**src/hpsr_pkg.sv**
```systemverilog
package hpsr_pkg;
	localparam int unsigned ADDR_W      = 8;
	localparam int unsigned DATA_W      = 8;
	localparam logic [7:0]  ADDR_SWAP   = 8'hFA;
	localparam logic [7:0]  ADDR_MAP    = 8'hFB;
	localparam logic [7:0]  SWAP_RST    = 8'h00;
	localparam logic [7:0]  MAP_RST     = 8'h00;
	localparam int unsigned SWAP_UP_BIT = 0;
	localparam int unsigned SWAP_P1_BIT = 1;
	localparam int unsigned SWAP_P2_BIT = 2;
	localparam logic [7:0]  SWAP_MASK   = 8'h07;
	localparam int unsigned P1_LSB      = 0;
	localparam int unsigned P2_LSB      = 4;
	localparam int unsigned FIELD_W     = 4;
	localparam logic [3:0]  CODE_OFF    = 4'h0;
	localparam logic [3:0]  CODE_LOG1   = 4'h1;
	localparam logic [3:0]  CODE_LOG2   = 4'h2;
	localparam logic [1:0]  LOG_NONE    = 2'h0;
	localparam logic [1:0]  LOG_ONE     = 2'h1;
	localparam logic [1:0]  LOG_TWO     = 2'h2;
	localparam logic [1:0]  PORT_COUNT  = 2'h2;

	typedef enum logic [1:0] {
		HPSR_ST_IDLE  = 2'b00,
		HPSR_ST_CLEAR = 2'b01,
		HPSR_ST_DONE  = 2'b10
	} hpsr_state_e;

	function automatic logic [1:0] hpsr_decode(input logic [3:0] code);
		case (code)
			CODE_LOG1: hpsr_decode = LOG_ONE;
			CODE_LOG2: hpsr_decode = LOG_TWO;
			default:   hpsr_decode = LOG_NONE;
		endcase
	endfunction : hpsr_decode
endpackage : hpsr_pkg

```
**src/hpsr_top.sv**
```systemverilog
// Overview of operation
// - Swap register bit 0 is upstream, bit 1 port 1, bit 2 port 2, rest reserved.
// - A clear swap bit keeps D+ on the positive pin, a set bit exchanges them.
// - The hub reports its port count and also drives a logical number for each physical port.
// - Physical ports are remapped only while the remap enable bit is set.
// - Map bits 7:4 give port 2: 0 off, 1 logical 1, 2 logical 2.
// - Map bits 3:0 give port 1: 0 off, 1 logical 1, 2 logical 2.
// - Map codes 3 to 15 act as code 0 and leave the port disabled.
// - A register reset request restores defaults and self-clears its bit.
`timescale 1ns/1ns
module hpsr_top
	import hpsr_pkg::*;
(
	input  wire logic                       clock,
	input  wire logic                       nrst,
	input  wire logic                       clk_en,
	input  wire logic                       wr_en,
	input  wire logic [hpsr_pkg::ADDR_W-1:0] addr,
	input  wire logic [hpsr_pkg::DATA_W-1:0] wdata,
	output logic      [hpsr_pkg::DATA_W-1:0] rdata,
	input  wire logic                       reg_reset_req,
	output logic                            reg_reset_busy,
	input  wire logic                       logical_remap_enable,
	input  wire logic [2:0]                 dp_func,
	input  wire logic [2:0]                 dm_func,
	output logic      [2:0]                 pos_pin,
	output logic      [2:0]                 neg_pin,
	output logic      [1:0]                 port1_logical,
	output logic      [1:0]                 port2_logical,
	output logic      [1:0]                 port_count
);
	import hpsr_pkg::*;

	logic        rst_s1_q;
	logic        rst_n;
	logic [7:0]  swap_q, swap_d;
	logic [7:0]  map_q, map_d;
	logic [7:0]  rdata_d;
	logic [1:0]  p1_d, p2_d, cnt_d;
	hpsr_state_e st_q, st_d;
	logic [2:0]  swap_sel;
	logic [3:0]  p1_code, p2_code;

	// Reset release through two flops
	always_ff @(posedge clock or negedge nrst) begin
		if (!nrst) begin
			rst_s1_q <= 1'b0;
			rst_n    <= 1'b0;
		end else begin
			rst_s1_q <= 1'b1;
			rst_n    <= rst_s1_q;
		end
	end

	// Register reset request handling
	always_comb begin
		st_d = st_q;
		case (st_q)
			HPSR_ST_IDLE:  if (reg_reset_req) st_d = HPSR_ST_CLEAR;
			HPSR_ST_CLEAR: st_d = HPSR_ST_DONE;
			HPSR_ST_DONE:  if (!reg_reset_req) st_d = HPSR_ST_IDLE;
			default:       st_d = HPSR_ST_IDLE;
		endcase
	end
	// Busy drops after clearing so the requester's bit returns to 0
	assign reg_reset_busy = (st_q == HPSR_ST_CLEAR);

	always_comb begin
		swap_d = swap_q;
		map_d  = map_q;
		if (st_q == HPSR_ST_CLEAR) begin
			swap_d = SWAP_RST;
			map_d  = MAP_RST;
		end else if (wr_en && addr == ADDR_SWAP) begin
			swap_d = wdata & SWAP_MASK;
		end else if (wr_en && addr == ADDR_MAP) begin
			map_d = wdata;
		end
	end

	always_comb begin
		case (addr)
			ADDR_SWAP: rdata_d = swap_q;
			ADDR_MAP:  rdata_d = map_q;
			default:   rdata_d = 8'h00;
		endcase
	end

	// Logical numbering; hub reports a fixed count unless remap is enabled, then the count of enabled ports
	always_comb begin
		p1_d  = LOG_ONE;
		p2_d  = LOG_TWO;
		cnt_d = PORT_COUNT;
		if (logical_remap_enable) begin
			p1_d = hpsr_decode(map_q[P1_LSB +: FIELD_W]);
			p2_d = hpsr_decode(map_q[P2_LSB +: FIELD_W]);
			cnt_d = {1'b0, p1_d != LOG_NONE} + {1'b0, p2_d != LOG_NONE};
		end
	end

	always_ff @(posedge clock or negedge rst_n) begin
		if (!rst_n) begin
			swap_q        <= SWAP_RST;
			map_q         <= MAP_RST;
			st_q          <= HPSR_ST_IDLE;
			rdata         <= 8'h00;
			port1_logical <= LOG_ONE;
			port2_logical <= LOG_TWO;
			port_count    <= PORT_COUNT;
		end else if (clk_en) begin
			swap_q        <= swap_d;
			map_q         <= map_d;
			st_q          <= st_d;
			rdata         <= rdata_d;
			port1_logical <= p1_d;
			port2_logical <= p2_d;
			port_count    <= cnt_d;
		end
	end

	hpsr_pin_swap u_swap_up (
		.swap    (swap_q[SWAP_UP_BIT]),
		.dp_in   (dp_func[0]),
		.dm_in   (dm_func[0]),
		.pos_pin (pos_pin[0]),
		.neg_pin (neg_pin[0])
	);
	hpsr_pin_swap u_swap_p1 (
		.swap    (swap_q[SWAP_P1_BIT]),
		.dp_in   (dp_func[1]),
		.dm_in   (dm_func[1]),
		.pos_pin (pos_pin[1]),
		.neg_pin (neg_pin[1])
	);
	hpsr_pin_swap u_swap_p2 (
		.swap    (swap_q[SWAP_P2_BIT]),
		.dp_in   (dp_func[2]),
		.dm_in   (dm_func[2]),
		.pos_pin (pos_pin[2]),
		.neg_pin (neg_pin[2])
	);

	// Field views used by the checks
	assign swap_sel = swap_q[SWAP_P2_BIT:SWAP_UP_BIT];
	assign p1_code  = map_q[P1_LSB +: FIELD_W];
	assign p2_code  = map_q[P2_LSB +: FIELD_W];
endmodule : hpsr_top

```
**src/hpsr_pin_swap.sv**
```systemverilog
`timescale 1ns/1ns
module hpsr_pin_swap (
	input  wire logic swap,
	input  wire logic dp_in,
	input  wire logic dm_in,
	output logic      pos_pin,
	output logic      neg_pin
);
	// D+ goes to negative pin when swapped
	assign pos_pin = swap ? dm_in : dp_in;
	assign neg_pin = swap ? dp_in : dm_in;
endmodule : hpsr_pin_swap

```
**config.mk**
```make
export PLATFORM = sky130hd
export DESIGN_NAME = hpsr_top
export DESIGN_NICKNAME = d
export VERILOG_FILES = /design/src/hpsr_pkg.sv /design/src/hpsr_top.sv /design/src/hpsr_pin_swap.sv
export SDC_FILE = /design/constraint.sdc
export NUM_CORES = 1
export LEC_CHECK = 0
export BUFFER_PORTS_ARGS = -buffer_cell sky130_fd_sc_hd__clkbuf_2
export CAP_MARGIN = 20
export CORE_ASPECT_RATIO = 1.4
export CORE_UTILIZATION = 25
export CTS_CLUSTER_SIZE = 14
export DETAILED_ROUTE_END_ITERATION = 6
export PLACE_DENSITY = 0.48
export SLEW_MARGIN = 20
export SYNTH_ARGS = -nofsm -noshare
export SYNTH_HDL_FRONTEND = slang
export SYNTH_SLANG_ARGS = --single-unit
```
**constraint.sdc**
```tcl
create_clock -name clock -period 3.4 [get_ports clock]
set_clock_uncertainty 0.05 [all_clocks]
set_input_delay 0.68 -clock clock [delete_from_list [all_inputs] [get_ports clock]]
set_output_delay 0.68 -clock clock [all_outputs]
set_load 0.01 [all_outputs]
```
==> results by group <==
Outcome
  • Status: complete, no violations

Clock network
  • Clk sinks: 29
  • Clk slew on worst S/H paths: roughly 60 ps
  • Clk Tree Root Cell: clkbuf_8
  • Clk Latency, worst-skew pair: 270 ps
  • CTS max path bufs: 2
  • Hold buffer count at cts: 0
  • Postcts setup bufs: 0
  • Resized cells post-CTS: 0
  • Total CTS buffers: 5
  • CTS tree: built
  • Htree depth: 2

Synthesis
  • Largest family of logic cells by synthesized area: simple AND/OR/NAND/NOR gates
  • Syn avg cell area: approximately 11 um^2
  • Xor and xnor area share after synthesis: 0%
  • Synth Cell Area: approximately 1400 um^2
  • Sequential fraction of the synthesis area: a little over half
  • Post-synthesis cell count: approximately 120
  • Synthesis-stage register bit count: 29
  • Yosys cell types: 28
  • Compound-Gate Fraction of Synth Area: under 10%
  • Post-Syn Nets: about 150
  • Adder-cell area share of the yosys netlist: less than 1%
  • Simple-gate share of the synthesized area: between 10% and 20%
  • Mux contribution to synthesized area: 14.8%
  • Synth warnings: 0

Layout
  • Most frequent cells in the layout: clkbuf_2, dfrtp_1, nand2_1
  • Area grow syn2layout: 25.7%
  • Fin area: roughly 1800 um^2
  • FILL cells: 587
  • Antenna cells: 0
  • Nets: between 150 and 200
  • Post-route non-filler standard cell count: roughly 240
  • Commonest non-fill, non-tap cell in the layout: clkbuf_2
  • Ratio of cells with drive above 1 in the final layout: between 40% and 50%
  • Register area: between 700 and 800 um^2
  • Multi-input gate area: 587 um^2

Run
  • Max-capacitance violation count: 0

Power and ir drop
  • Leakage: between 0.8 and 0.9 nW
  • Maximum VDD drop: roughly 0.16 mV
  • PD cells: about 440 nW/um^2

Floorplan
  • Cell row count: 31
  • Die Ht: 90.5 um
  • # IOs: 49
  • Die Footprint: between 5000 and 6000 um^2
  • Initial Util: a little over a quarter
  • Die W: between 60 and 70 um
  • Std-Cell Core Area: 5280 um^2

Timing
  • Min cycle time layout: roughly 1900 ps
  • Setup TNS: 0 ps
  • Max-slew headroom: 53.2%
  • Least-Margin Pin Slew: ~700 ps
  • Unrepaired setup endpoints after global routing: false
  • Period utilization: 55.3%
  • Max-slew violation count: 0
  • Hold Fails Final Rpt: 0
  • Hold_ws: roughly 130 ps
  • Setup-failing EPs final: 0
  • Max Freq: approximately 530 MHz

Routing
  • Vias/cell: 4.38
  • Final WL: slightly below 3 mm
  • DR WL/cell: ~13 um
  • Post-DRT Antenna Nets: 0
  • Via count: 1034
  • Initial DRC Count: 23
  • Pre-Repair DR Iteration Count: 4
  • Drt drc: 0

Setup path
  • Crit Path Category: reg2out
  • Setup crit end: neg_pin[2]
  • CP Launch Type: flip-flop
  • Reg2Reg Setup Slack: about 2000 ps
  • CP required: between 2000 and 3000 ps
  • CP peak stage delay: approximately 400 ps
  • Reg2Reg Capture Point: map_q[7]
  • Worst Setup End Kind: output pin
  • Cell Chain, Critical Path: mux2_2, clkbuf_2
  • Slowest CP cell: dfrtp_1
  • CP startpoint: swap_q[2]
  • Crit-path max FO: 4
  • Worst R2R Path Depth: 3
  • CP arrival: around 1200 ps
  • Reg2Reg Launch Point: st_q[1]

Global routing
  • Vias in the first global route: 1101
  • Pin count of the biggest net entering global routing: 28
  • GRT Overall Usage: 11.0%
  • Congestion Overflow GR: 0
  • Initial antenna violation count: 0
  • First-pass GRT wire length: 4.94 mm

Min path
  • Class of the worst hold path: in2async

Place
  • Dpl cells: roughly 230
  • Routability cong.: between 0.6 and 0.7
  • Placed inst area: about 1700 um^2
  • Hpwl dp: ~2.4 mm
  • Port Buffers: 48
[kinds of logic (layout without fill, tap and decap cells)]
kind of cell    after synthesis  after routing
compound gates               16             16
fa+ha+maj                     1              1
buf+inv                      15             61
flops                        29             29
mux                          20             20
other cells                   1              1
simple gates                 42             42
[power breakdown]
group | internal, mW | leakage, nW | switching, mW | total, mW
registers | 0.361 | 0.387 | 0.0173 | 0.378
logic | 0.0390 | 0.433 | 0.0485 | 0.0875
clock network | 0.183 | 0.0542 | 0.125 | 0.308
total | 0.583 | 0.875 | 0.191 | 0.774
[worst min path at each step]
stage	end	depth (start not counted)	startpoint
after floorplan	rst_n	0	rst_s1_q
after global placement	rst_n	0	rst_s1_q
after detailed placement	rst_n	0	rst_s1_q
after CTS	rst_s1_q	1	nrst
after global routing	rst_s1_q	1	nrst
final	rst_s1_q	1	nrst
[sequential cells by signal, summed over array words and instances (netlist names)]
signal         cells
swap_q             3
port_count         2
rdata              8
map_q              8
port1_logical      2
st_q               2
rst_n              1
port2_logical      2
rst_s1_q           1
[metal layers]
metal | global-route usage, % | vias up | routed length (um)
met2 | 18.6 | 29 | 1540
li1 | - | 514 | -
met3 | 3.79 | 7 | 182
met1 | 11.9 | 484 | 1200
met4 | 5.43 | 0 | 64
met5 | 0 | - | 0
[worst max-delay path, delay by kind of cell, from the launching register on]
family | cells | cell delay, ps
DFF | 1 | 410
buffers and inverters | 1 | 130
muxes | 1 | 350
[per-stage QoR]
| step | util [%] | setup slack, ps | power [mW] |
|---|---|---|---|
| final | 33.4 | 1520 | 0.774 |
| after global routing | 33.4 | 1450 | 0.814 |
| after CTS | 33.3 | 1500 | 0.790 |
| after detailed placement | 31.4 | 1310 | 0.475 |
| after global placement | 31.4 | 1370 | 0.474 |
| after floorplan | - | 1610 | 0.438 |
[final cells by class]
type	count	share of cell area [%]
clock buffer	7	5.47
clock inverter	1	0.284
inverter	5	1.07
multi-input combinational	80	33.3
sequential	29	41.5
tap	66	4.69
timing repair buffer	48	13.6
[cells in the mapped netlist, drive strengths merged]
cell / n / area share [%]
nand4: 1 / 0.45
mux2: 6 / 4.8
nand2: 23 / 6.2
mux2i: 14 / 10
o2bb2ai: 5 / 3.1
a22o: 6 / 3.8
nor2: 5 / 1.3
buf: 8 / 4.1
nor2b: 1 / 0.45
a31oi: 2 / 0.89
dfstp: 3 / 5.6
conb: 1 / 0.27
dfrtp: 26 / 46
nand2b: 1 / 0.45
or2: 1 / 0.45
nand3: 1 / 0.36
inv: 5 / 1.3
nor3: 1 / 0.36
o21ai: 2 / 0.71
ha: 1 / 0.89
nand4b: 1 / 1.7
nor4: 2 / 2.4
clkbuf: 2 / 0.54
o22a: 1 / 0.63
nand3b: 5 / 2.7
Note: power is estimated with default switching activity, not from simulation.
